--- config.mk ---
export PLATFORM = sky130hd
export DESIGN_NAME = uei_top
export DESIGN_NICKNAME = d
export VERILOG_FILES = /design/src/pkg/uei_pkg.sv /design/src/pkg/uei_err_if.sv /design/src/uei_bus_timer.sv /design/src/uei_top.sv
export VERILOG_INCLUDE_DIRS = /design/src /design/src/pkg
export SDC_FILE = /design/constraint.sdc
export NUM_CORES = 1
export LEC_CHECK = 0
export BUFFER_PORTS_ARGS = -buffer_cell sky130_fd_sc_hd__clkbuf_2
export CORE_MARGIN = 5
export CORE_UTILIZATION = 42
export DETAILED_ROUTE_END_ITERATION = 16
export PLACE_DENSITY = 0.76
export SLEW_MARGIN = 30
export SYNTH_ARGS = -nofsm -noshare
export SYNTH_HDL_FRONTEND = slang
export SYNTH_HIERARCHICAL = 1
export SYNTH_SLANG_ARGS = --single-unit
export TNS_END_PERCENT = 100
--- constraint.sdc ---
create_clock -name clk_i -period 1.32 [get_ports clk_i]
set_input_delay 0.264 -clock clk_i [delete_from_list [all_inputs] [get_ports clk_i]]
set_output_delay 0.264 -clock clk_i [all_outputs]
set_load 0.05 [all_outputs]
--- src/pkg/uei_consts.svh ---
/*
 * Register offsets, field positions, reset values and counts of the
 * USB error interrupt logic.
 * Assumes byte addressing on a 32-bit APB with one aligned word per register.
 */
`ifndef UEI_CONSTS_SVH
`define UEI_CONSTS_SVH

`define UEI_ADDR_STATUS     8'h00
`define UEI_ADDR_ENABLE     8'h04
`define UEI_ADDR_IRQ_EN     8'h08
`define UEI_ADDR_IRQ_FLAG   8'h0c

`define UEI_BIT_BIT_STUFF   7
`define UEI_BIT_BUS_MATRIX  6
`define UEI_BIT_MEM_ACCESS  5
`define UEI_BIT_TURNAROUND  4
`define UEI_BIT_FIELD_SIZE  3
`define UEI_BIT_DATA_CRC    2
`define UEI_BIT_TOKEN_EOF   1
`define UEI_BIT_PID         0
`define UEI_BIT_COMBINED    1

`define UEI_ERR_W           8
`define UEI_ENABLE_RST      8'h00
`define UEI_STATUS_RST      8'h00
`define UEI_IRQ_EN_RST      1'b0
`define UEI_BTO_BITS        5'h10

`endif

--- src/pkg/uei_pkg.sv ---
/*
 * Types shared by the USB error interrupt logic.
 * Assumes uei_consts.svh is compiled with it.
 */
`include "uei_consts.svh"

package uei_pkg;

    typedef logic [`UEI_ERR_W-1:0] uei_err_vec_t;

    typedef enum logic [1:0] {
        UEI_BTO_IDLE = 2'b01,
        UEI_BTO_WAIT = 2'b10
    } uei_bto_state_t;

endpackage : uei_pkg

--- src/pkg/uei_err_if.sv ---
/*
 * Carrier between the register block and the bus timing watcher.
 * Assumes both ends share one clock; all signals are same-domain pulses or levels.
 */
`timescale 1ns/1ns

interface uei_err_if;
    logic eop;
    logic resp_start;
    logic bit_tick;
    logic sof_zero;
    logic xfer_busy;
    logic bto_evt;
    logic eof_evt;

    modport regs  (output eop, resp_start, bit_tick, sof_zero, xfer_busy,
                   input  bto_evt, eof_evt);
    modport timer (input  eop, resp_start, bit_tick, sof_zero, xfer_busy,
                   output bto_evt, eof_evt);
endinterface : uei_err_if

--- src/uei_bus_timer.sv ---
/*
 * Bus timing watcher: turnaround time-out after end-of-packet and
 * end-of-frame detection from the start-of-frame down-counter.
 * Assumes a one-cycle bit_tick per bit time from the USB engine and an
 * asynchronous active-low reset already released through flip-flops.
 */
`timescale 1ns/1ns

module uei_bus_timer
    import uei_pkg::*;
(
    // Clock, reset, enable
    input  wire logic clk_i,
    input  wire logic rst_n_i,
    input  wire logic ce_i,
    // Engine events and results
    uei_err_if.timer  bus
);

    uei_bto_state_t state_reg;
    logic [4:0]     bits_reg;
    logic           bto_reg;
    logic           eof_reg;
    logic           eof_cond_reg;
    logic           eof_cond;

    assign eof_cond    = bus.sof_zero && bus.xfer_busy;
    assign bus.bto_evt = bto_reg;
    assign bus.eof_evt = eof_reg;

    // Waits for the answer; a tick past the sixteenth idle bit is a time-out
    always_ff @(posedge clk_i or negedge rst_n_i) begin
        if (!rst_n_i) begin
            state_reg <= UEI_BTO_IDLE;
            bits_reg  <= 5'h00;
            bto_reg   <= 1'b0;
        end else if (ce_i) begin
            bto_reg <= 1'b0;
            unique case (state_reg)
                UEI_BTO_IDLE: begin
                    if (bus.eop) begin
                        state_reg <= UEI_BTO_WAIT;
                        bits_reg  <= 5'h00;
                    end
                end
                UEI_BTO_WAIT: begin
                    if (bus.resp_start) begin
                        state_reg <= UEI_BTO_IDLE;
                    end else if (bus.bit_tick) begin
                        if (bits_reg == `UEI_BTO_BITS) begin
                            bto_reg   <= 1'b1;
                            state_reg <= UEI_BTO_IDLE;
                        end else begin
                            bits_reg <= bits_reg + 5'h01;
                        end
                    end
                end
            endcase
        end
    end

    // One pulse per counter underflow during traffic, not one per cycle
    always_ff @(posedge clk_i or negedge rst_n_i) begin
        if (!rst_n_i) begin
            eof_cond_reg <= 1'b0;
            eof_reg      <= 1'b0;
        end else if (ce_i) begin
            eof_cond_reg <= eof_cond;
            eof_reg      <= eof_cond && !eof_cond_reg;
        end
    end
endmodule : uei_bus_timer

--- src/uei_top.sv ---
/*
 * USB error interrupt logic: sticky error status, error enable mask,
 * combined error interrupt and its enable, all on an APB slave.
 * Assumes error inputs are one-cycle pulses or levels from USB engine logic
 * on the same clock, and host_mode_i selects host or device meaning.
 */
// The APB interface to the registers and the address map were decided locally.
// What this block does
// - In device mode, flag bit 1 sets on a rejected token with CRC5 error.
// - In host mode, flag bit 1 is the end-of-frame error flag.
// - End-of-frame error: SOF down-counter hits zero during transfer.
// - Flag bit 0 sets when a received packet identifier fails its check.
// - Memory access error on late bus grant or truncated receive packet.
// - Turnaround time-out after more than 16 idle bit times past end-of-packet.
// - Enable bits 7..4: bit stuff, bus matrix, memory access, turnaround.
// - Enable bits 3, 2, 0: field size, data CRC, packet identifier.
// - Enable bit 1 follows mode: token CRC or end-of-frame.
// - Enable one lets its flag request an interrupt; zero blocks it.
// - Enabled errors reach the module interrupt only with combined enable set.
// - Enable register bits 31..8 read zero.
// - Combined error flag is set only by enabled error conditions.
`timescale 1ns/1ns

module uei_top
    import uei_pkg::*;
(
    // Clock, reset, enable
    input  wire logic        clk_i,
    input  wire logic        resetn_i,
    input  wire logic        ce_i,
    // APB slave
    input  wire logic        psel_i,
    input  wire logic        penable_i,
    input  wire logic        pwrite_i,
    input  wire logic [7:0]  paddr_i,
    input  wire logic [31:0] pwdata_i,
    input  wire logic [3:0]  pstrb_i,
    output logic      [31:0] prdata_o,
    output logic             pready_o,
    output logic             pslverr_o,
    // USB engine error reports
    input  wire logic        host_mode_i,
    input  wire logic        pid_err_i,
    input  wire logic        token_crc_err_i,
    input  wire logic        data_crc_err_i,
    input  wire logic        field_size_err_i,
    input  wire logic        bit_stuff_err_i,
    input  wire logic        bus_matrix_err_i,
    input  wire logic        dma_grant_late_i,
    input  wire logic        rx_truncated_i,
    // USB engine bus timing
    input  wire logic        eop_i,
    input  wire logic        resp_start_i,
    input  wire logic        bit_tick_i,
    input  wire logic        sof_zero_i,
    input  wire logic        xfer_busy_i,
    // Interrupt
    output logic             module_irq_flag_o
);

    logic [1:0]   rst_sync_reg;
    logic         rst_n;
    uei_err_vec_t usb_error_status;
    uei_err_vec_t usb_error_status_next;
    uei_err_vec_t usb_error_enable;
    logic         combined_error_irq_en;
    logic         combined_error_irq_flag;
    uei_err_vec_t err_set;
    uei_err_vec_t err_clr;
    logic [31:0]  prdata_reg;
    logic         rd_ready_reg;
    logic         wr_en;
    logic         rd_load;

    uei_err_if err_bus ();

    function automatic logic addr_known(input logic [7:0] a);
        addr_known = (a == `UEI_ADDR_STATUS) || (a == `UEI_ADDR_ENABLE)
                  || (a == `UEI_ADDR_IRQ_EN) || (a == `UEI_ADDR_IRQ_FLAG);
    endfunction : addr_known

    function automatic logic wr_hits(input logic [7:0] a);
        wr_hits = wr_en && (paddr_i == a) && pstrb_i[0];
    endfunction : wr_hits

    // Reset enters asynchronously, leaves synchronously; runs regardless of ce_i
    always_ff @(posedge clk_i or negedge resetn_i) begin
        if (!resetn_i) begin
            rst_sync_reg <= 2'b00;
        end else begin
            rst_sync_reg <= {rst_sync_reg[0], 1'b1};
        end
    end
    assign rst_n = rst_sync_reg[1];

    assign err_bus.eop        = eop_i;
    assign err_bus.resp_start = resp_start_i;
    assign err_bus.bit_tick   = bit_tick_i;
    assign err_bus.sof_zero   = sof_zero_i;
    assign err_bus.xfer_busy  = xfer_busy_i;

    uei_bus_timer u_timer (
        .clk_i   (clk_i),
        .rst_n_i (rst_n),
        .ce_i    (ce_i),
        .bus     (err_bus)
    );

    // Error events this cycle
    always_comb begin
        err_set                      = '0;
        err_set[`UEI_BIT_BIT_STUFF]  = bit_stuff_err_i;
        err_set[`UEI_BIT_BUS_MATRIX] = bus_matrix_err_i;
        err_set[`UEI_BIT_MEM_ACCESS] = dma_grant_late_i || rx_truncated_i;
        err_set[`UEI_BIT_TURNAROUND] = err_bus.bto_evt;
        err_set[`UEI_BIT_FIELD_SIZE] = field_size_err_i;
        err_set[`UEI_BIT_DATA_CRC]   = data_crc_err_i;
        // Shared position, meaning picked by the active mode
        err_set[`UEI_BIT_TOKEN_EOF]  = host_mode_i ? err_bus.eof_evt
                                                   : token_crc_err_i;
        err_set[`UEI_BIT_PID]        = pid_err_i;
    end

    // APB: zero wait states once read data has been captured
    assign wr_en     = psel_i && penable_i && pwrite_i && pready_o;
    assign rd_load   = psel_i && ce_i;
    assign pready_o  = ce_i && rd_ready_reg;
    assign pslverr_o = psel_i && penable_i && pready_o && !addr_known(paddr_i);
    assign prdata_o  = prdata_reg;

    assign err_clr = wr_hits(`UEI_ADDR_STATUS) ? pwdata_i[`UEI_ERR_W-1:0] : '0;

    // A new event in the clearing cycle survives the clear
    assign usb_error_status_next = (usb_error_status & ~err_clr) | err_set;

    always_ff @(posedge clk_i or negedge rst_n) begin
        if (!rst_n) begin
            usb_error_status <= `UEI_STATUS_RST;
        end else if (ce_i) begin
            usb_error_status <= usb_error_status_next;
        end
    end

    always_ff @(posedge clk_i or negedge rst_n) begin
        if (!rst_n) begin
            usb_error_enable <= `UEI_ENABLE_RST;
        end else if (ce_i && wr_hits(`UEI_ADDR_ENABLE)) begin
            usb_error_enable <= pwdata_i[`UEI_ERR_W-1:0];
        end
    end

    always_ff @(posedge clk_i or negedge rst_n) begin
        if (!rst_n) begin
            combined_error_irq_en <= `UEI_IRQ_EN_RST;
        end else if (ce_i && wr_hits(`UEI_ADDR_IRQ_EN)) begin
            combined_error_irq_en <= pwdata_i[`UEI_BIT_COMBINED];
        end
    end

    // Bit 1 enable covers whichever meaning bit 1 of the status carries now
    assign combined_error_irq_flag = |(usb_error_status & usb_error_enable);
    assign module_irq_flag_o = combined_error_irq_flag && combined_error_irq_en;

    // Read data is captured a cycle ahead so it comes from a flip-flop
    always_ff @(posedge clk_i or negedge rst_n) begin
        if (!rst_n) begin
            prdata_reg   <= 32'h0000_0000;
            rd_ready_reg <= 1'b0;
        end else begin
            rd_ready_reg <= rd_load;
            if (rd_load) begin
                prdata_reg <= 32'h0000_0000;
                unique case (paddr_i)
                    `UEI_ADDR_STATUS:   prdata_reg[`UEI_ERR_W-1:0] <= usb_error_status;
                    `UEI_ADDR_ENABLE:   prdata_reg[`UEI_ERR_W-1:0] <= usb_error_enable;
                    `UEI_ADDR_IRQ_EN:   prdata_reg[`UEI_BIT_COMBINED] <= combined_error_irq_en;
                    `UEI_ADDR_IRQ_FLAG: prdata_reg[`UEI_BIT_COMBINED] <= combined_error_irq_flag;
                    default:            prdata_reg <= 32'h0000_0000;
                endcase
            end
        end
    end
endmodule : uei_top

Word-level counts from Yosys, hierarchy flattened:

Cells that the tools add are included.

* add/sub/neg operators: 1
* equality and inequality tests: 12
* bitwise operators: 4
* reductions and logical operators: 28
* muxes and demuxes: 19

Operators with widths (number)
* two-way mux 5 bit: 4
* logical AND 1 bit: 18
* AND 8 bit: 2
* == test 8 x 4 -> 1 bit (second input constant): 2
* case mux 6 bit (2 select lines): 1
* case mux 5 bit (2 select lines): 1
* == test 8 x 3 -> 1 bit (second input constant): 1
* zero test 8 bit: 1
* two-way mux 2 bit: 4
* two-way mux 8 bit: 1
* inequality test 2 bit (second input constant): 4
* NOT 8 bit: 1
* bitwise OR 8 bit: 1
* OR reduction 8 bit: 1
* adder 5 x 1 -> 5 bit (second input constant): 1
* == test 5 bit (second input constant): 1
* two-way mux 1 bit: 5
* AND reduction 5 bit: 1
* logical OR 1 bit: 4
* case mux 1 bit (4 select lines): 1
* case mux 2 bit (2 select lines): 1
* AND reduction 4 bit: 1
* inequality test 3 x 2 -> 1 bit (second input constant): 1
* inequality test 3 bit (second input constant): 1
* other kinds (4): 5

* flip-flop bits (word level): 38
* input port bits: 64

Longest topological paths before layout:

Gate-level depths: netlist of run 1.

* depth in word-level cells: 9
* depth in mapped cells: 6

Hierarchy:

Netlist of run 1, hierarchy kept.

Modules (own cells, without submodules)
* uei_top: seq. area each 700.7 um2, area an instance 1511.4 um2, cells an instance 138, instances 1
* uei_bus_timer: seq. area each 251.5 um2, area an instance 591.8 um2, cells an instance 57, instances 1

Worst setup path after synthesis of run 1:

Ideal clock, no wire load.

* path type: input to register
* start: input port paddr_i[1]
* end: register usb_error_status[0]
* slack: -668 ps
* required time: 1194 ps
* buffers on the path: 2
* stages on the path: 5
* arrival time: 1862 ps
* cell sequence: or4_1 -> buf_2 -> or4_4 -> buf_6 -> a221o_1

* word-level cells in the longest chain between the ends: 7

Ends and longest elaborated chain
* start: declaration: line uei_top.sv:35 `input wire logic [7:0] paddr_i,`
* zero test 8 bit: line uei_top.sv:83 `wr_hits = wr_en && (paddr_i == a) && pstrb_i[0];`
* logical AND 1 bit (2 in series): line uei_top.sv:83
* two-way mux 8 bit: line uei_top.sv:131 `` assign err_clr = wr_hits(`UEI_ADDR_STATUS) ? pwdata_i[`UEI_ERR_W-1:0] : '0; ``
* NOT 8 bit: line uei_top.sv:134 `assign usb_error_status_next = (usb_error_status & ~err_clr) | err_set;`
* AND 8 bit: line uei_top.sv:134
* bitwise OR 8 bit: line uei_top.sv:134
* end signal: assignment: line uei_top.sv:138 `` usb_error_status <= `UEI_STATUS_RST; ``
* end signal: assignment: line uei_top.sv:140 `usb_error_status <= usb_error_status_next;`
* end: declaration: line uei_top.sv:63 `uei_err_vec_t usb_error_status;`

No other way between the ends.
A chain may end at the register's enable or synchronous reset.

Final worst setup path of run 1:

* start: input port paddr_i[1]
* end: register usb_error_status[1]

The elaborated chain is that of the path after synthesis.

==> out/metrics.cfg, run 1 <==
[status]
status=finished, violations left
violations=setup timing

[floorplanning]
boundaryPins=99
start_util_pct=43.9
dieWidth_um=80.8
die_h_um=80.8
num_rows=25
coreArea_um2=4790
dieArea_um2=6520

[clock_network]
cts_buffers=5
clockRootBuffer=clkbuf_8
cts_buffer_depth=2
insertion_delay_ns=0.29
clk_pin_slew_ns=0.07
cts.sinks=38
htreeDepth=2
cts_tree=done

[timing]
timing.fmax_ghz=0.619
period_minus_slack_ns=1.61
drv_slew=0
finalHoldViolCount=0
finalSetupViolCount=31
rsz0062_at_grt=yes
setup_ws_ns=-0.295
holdWs_ns=0.157
skew_ns=0.00989
post-route-period-util_pct=122

[power_and_ir_drop]
swShare_pct=29.3
p_seq_share_pct=38.2
powerDensity_nw_per_um2=1120
netSwitchingPower_mw=0.996
leakagePower_nw=1.46
max-vdd-ir-drop_v=0.000909
p_int_mw=2.40
power_frac_clock_pct=35.3
p_comb_share_pct=26.5

[drt]
dr.pass1.iters=4
drt_first_iter_violations=87
wl_per_cell_um=16.2
vias=1807
drc=0
drtAntennaViolNets=0
routed_wl_um=5730
via_per_inst=5.12

[logic_synthesis]
yosys.area_share.simple_pct=16.9
synthFlopType=dfrtp_1
synth_area_per_cell_um2=10.8
yosysUniqueCellTypes=43
synthAdderAreaFrac_pct=1.19
yosysWarnings=6
synth_edf_count=0
synthCells=195
synth-seq-cells=38
synth-seq-area-share_pct=45.3
synth-compound-area-share_pct=14.4
synth_largest_area_cell=dfrtp_1
synth_top_cell_area_share_pct=44.0
synth-xor-area-share_pct=0
synth_area_um2=2100
synth_top_family_by_area=simple AND/OR/NAND/NOR gates
yosys-top-cells-area=dfrtp_1 44%, buf_4 8.6%, mux2_2 5.4%
synthArstFlopShare_pct=100
muxShareOfSynthArea_pct=9.16

[grt]
grt_pass1_wl_um=8700
grt_start_max_net_pins=30
use_met3_pct=4.88
grt_most_used_layer=met2
grt_use_met1_pct=19.6
grt_antenna_before_repair=0
gr-total-overflow=0
grt_use_met2_pct=31.2
grt_pass1_vias=1866
grt_use_total_pct=17.5

[setup_path]
crit_fanout=8
critPathRequiredTime_ns=1.49
r2r-start=rd_ready_reg
cp.arrival_ns=1.78
worstSetupStartpointType=input port
path_class=in2reg
reg2reg_slack_ns=-0.24
endpoint_kind=register
crit_start=paddr_i[1]

[cells_and_area]
drive_above_1_share_pct=50.3
instances_no_fill=353
nNetsFinal=351
layout-area-overhead-vs-synth_pct=44.0
diodes=0

[placed_design]
dp_hpwl_um=3880
dp_cells=336
place.port_buffers=47
place.gp.congestion=0.873

[run]
max-cap-violations=0

[worst_hold_path]
hold_class=reg2async

-- per-layer routing --
metal,vias to the layer above,share of wire (%),wire [um]
met1,874,37,2150
met3,21,7.8,449
met2,75,51,2930
met4,0,3.6,204
li1,837,-,-
met5,-,0,0
-- worst max-delay path, stage by stage --
cell      delay, ns
clkbuf_2       0.08
or4_4          0.59
or4_4          0.52
a221o_1        0.33
-- power groups by stage --
| stage | Sequential [mW] | Combinational, mW | Clock, mW |
|---|---|---|---|
| 2_1_floorplan | 1.34 | 0.462 | 0 |
| 5_1_grt | 1.31 | 0.972 | 1.28 |
| 6_report | 1.30 | 0.901 | 1.20 |
| 4_1_cts | 1.30 | 0.804 | 1.22 |
| 3_3_place_gp | 1.31 | 0.681 | 0 |
| 3_5_place_dp | 1.31 | 0.700 | 0 |
-- path summary, 6_finish.rpt --
check                      cells past startpoint                  end
max in group asynchronous                      1  u_timer/bits_reg[4]
min in group clk_i                             2  usb_error_status[6]
setup reg to reg                               5  usb_error_enable[1]
hold reg to reg                                0  u_timer/bits_reg[0]
setup / recovery                               4  usb_error_status[1]
hold / removal                                 0  u_timer/bits_reg[0]
-- what timing repair did --
item	4_1_cts	5_1_grt
setup endpoints to repair	30	35
hold buffers	1	0
endpoints found under the hold margin	2	0
setup buffers	4	4
pin swaps	13	9
resized for setup	42	21
-- layout by cell type, fill, tap and decap left out, types with 6 or more instances in the layout --
cell type	netlist	layout
clkbuf_2	0	44
dfrtp_1	37	37
nand3_1	6	6
inv_1	10	8
nand2_1	11	11
mux2i_1	8	8
buf_4	24	33
mux2_4	0	9
conb_1	2	25
nor2b_1	9	9
buf_6	3	9
a221o_1	8	8
-- Yosys cell counts, types with 4 or more instances --
library cell / instances
nand3_1: 6
a22oi_1: 4
a2bb2oi_1: 4
nor2b_1: 9
a221o_1: 8
mux2_2: 10
buf_4: 24
o21ai_0: 13
dfrtp_1: 37
mux2i_1: 8
nand2_1: 11
inv_1: 10
-- cell families after synthesis --
| logic type | Yosys count |
|---|---|
| AOI/OAI and AO/OA | 40 |
| adders and majority gates | 2 |
| buffers and inverters | 41 |
| DFF | 38 |
| muxes | 18 |
| other | 2 |
| and+or+nand+nor | 54 |
-- metrics by stage --
stage / TNS (ns) / worst slack [ns] / power, mW / util, % / cell area (um2)
floorplan: -11.56 / -0.543 / 1.80 / - / 2220
global placement: -12.46 / -0.557 / 1.99 / 54.1 / 2590
detailed placement: -13.31 / -0.600 / 2.01 / 54.1 / 2590
CTS: -4.64 / -0.276 / 3.32 / 60.9 / 2920
global route: -7.06 / -0.308 / 3.57 / 63.3 / 3030
finish: -6.18 / -0.295 / 3.40 / 63.3 / 3030
-- area by class of cell --
class	instances	area, um2
Clock buffer	5	68.8
Clock inverter	3	68.8
Fill cell	391	1760
Inverter	10	37.5
Multi-Input combinational cell	139	1180
Sequential cell	38	952
Tap cell	67	83.8
Timing Repair Buffer	91	639
Note: power is estimated with default switching activity, not from simulation.
==> inputs of run 2 (changes only) <==
- GPL_TIMING_DRIVEN: not set -> 1
- clock period: 1.32 -> 1.3 ns (I/O delays scaled with it)
==> run 2 against run 1 <==
The flow still finishes with violations (setup timing); sequential share of layout area up 0.69 points; global-route usage is 0.54 points lower; clock-buffer cell count is 1 higher; final cell count decreased by 0.85%; flip-flop and latch count unchanged; largest power group unchanged.
==> out/metrics.cfg, run 2 (synthesized netlist as in run 1, its figures left out) <==
[floorplanning]
dieArea_um2=6520
coreArea_um2=4790
die_h_um=80.8
dieWidth_um=80.8
boundaryPins=99
start_util_pct=43.9
num_rows=25

[grt]
grt_use_total_pct=17.0
grt_pass1_wl_um=8450
grt_pass1_vias=1794
grt_antenna_before_repair=0
grt_start_max_net_pins=30
gr-total-overflow=0

[setup_path]
crit_fanout=8
path_class=in2reg
critPathRequiredTime_ns=1.47
rr_worst_depth=5
worstSetupStartpointType=input port
cp.arrival_ns=1.77
endpoint_kind=register

[power_and_ir_drop]
max-vdd-ir-drop_v=0.000821
p_int_mw=2.31
p_comb_share_pct=28.9
swShare_pct=29.7
p_seq_share_pct=40.3
powerDensity_nw_per_um2=1110
netSwitchingPower_mw=0.974
leakagePower_nw=1.42
power_frac_clock_pct=30.8

[cells_and_area]
final_cell_mix=44 x clkbuf_2, 37 x dfrtp_1, 36 x buf_4
nNetsFinal=349
diodes=0
nFillCells=396
layout-area-overhead-vs-synth_pct=40.9
mostFrequentLayoutCell=clkbuf_2
drive_above_1_share_pct=49.8
area.sequential_um2=952
multi_input_comb_area_um2=1160
final_util_pct=61.9

[drt]
drt_first_iter_violations=81
drc=0
routed_wl_um=5420
drtAntennaViolNets=0
vias=1787
met3_length_um=409
wl_met1_um=2110
via_per_inst=5.11
routed.top_layer=met4
wl_met2_um=2840
dr.pass1.iters=4
wl_per_cell_um=15.5

[clock_network]
cts_tree=done
insertion_delay_ns=0.29
cts.sinks=38
cts_buffers=5
htreeDepth=2
clockRootBuffer=clkbuf_8
cts_buffer_depth=2
clk_pin_slew_ns=0.07

[timing]
rsz0062_at_grt=yes
setup_ws_ns=-0.302
skew_ns=0.00703
finalHoldViolCount=0
post-route-period-util_pct=123
timing.fmax_ghz=0.624
drv_slew=0
finalSetupViolCount=30
period_minus_slack_ns=1.60

[worst_hold_path]
hold_class=reg2async

[run]
max-cap-violations=0

[status]
violations=setup timing
status=finished, violations left

[placed_design]
place.gp.congestion=0.872
place.port_buffers=47
dp_hpwl_um=3770
dp_slack_ns=-0.610

-- run 2: layout make-up --
type | count | share of cell area, %
Clock buffer | 6 | 2.79
Tap cell | 67 | 2.83
Timing Repair Buffer | 89 | 20.8
Inverter | 10 | 1.27
Clock inverter | 1 | 1.01
Multi-Input combinational cell | 139 | 39.2
Sequential cell | 38 | 32.1
-- run 2: worst paths after layout --
check	from	endpoint	slack, ns
min in group clk_i	field_size_err_i	usb_error_status[3]	0.22
worst max-delay path	paddr_i[1]	usb_error_status[2]	-0.30
max in group asynchronous	rst_sync_reg[1]	usb_error_enable[7]	0.66
worst max register to register	rd_ready_reg	usb_error_enable[6]	-0.24
worst min-delay path	rst_sync_reg[1]	u_timer/eof_cond_reg	0.16
worst min register to register	rst_sync_reg[1]	u_timer/eof_cond_reg	0.16
-- run 2: worst max-delay path: stages --
cell and delay, ns:
clkbuf_2 0.08, or4_4 0.59, or4_4 0.52, a221o_1 0.32
-- run 2: power groups by stage --
stage	Clock (mW)	Combinational (mW)	Sequential, mW
2_1_floorplan	0	0.469	1.36
5_1_grt	1.10	1.02	1.34
4_1_cts	1.04	0.863	1.31
6_report	1.01	0.949	1.32
3_3_place_gp	0	0.692	1.33
3_5_place_dp	0	0.709	1.33
-- run 2: layer usage --
metal	GRT usage (%)	vias to the layer above
met2	28.9	60
li1	-	836
met3	5.88	9
met4	3.89	0
met5	0	-
met1	20.7	882
-- run 2: through the flow --
step | std cells | cell area, um2 | hold slack (ns) | power [mW] | TNS (ns)
after floorplan | 218 | 2220 | -0.0356 | 1.83 | -11.99
after global placement | 337 | 2600 | 0.0472 | 2.02 | -13.00
after detailed placement | 337 | 2600 | 0.0480 | 2.04 | -13.65
after CTS | 350 | 2890 | 0.170 | 3.21 | -5.90
after global routing | 350 | 2960 | 0.194 | 3.45 | -7.55
final | 350 | 2960 | 0.161 | 3.29 | -6.13
-- run 2: timing repair --
item,in CTS,in global routing
setup endpoints to repair,31,34
pin swaps,9,6
hold endpoints to repair,2,0
setup buffers,5,0
gates resized for setup,31,19
cloned,0,0
hold buffers,1,0
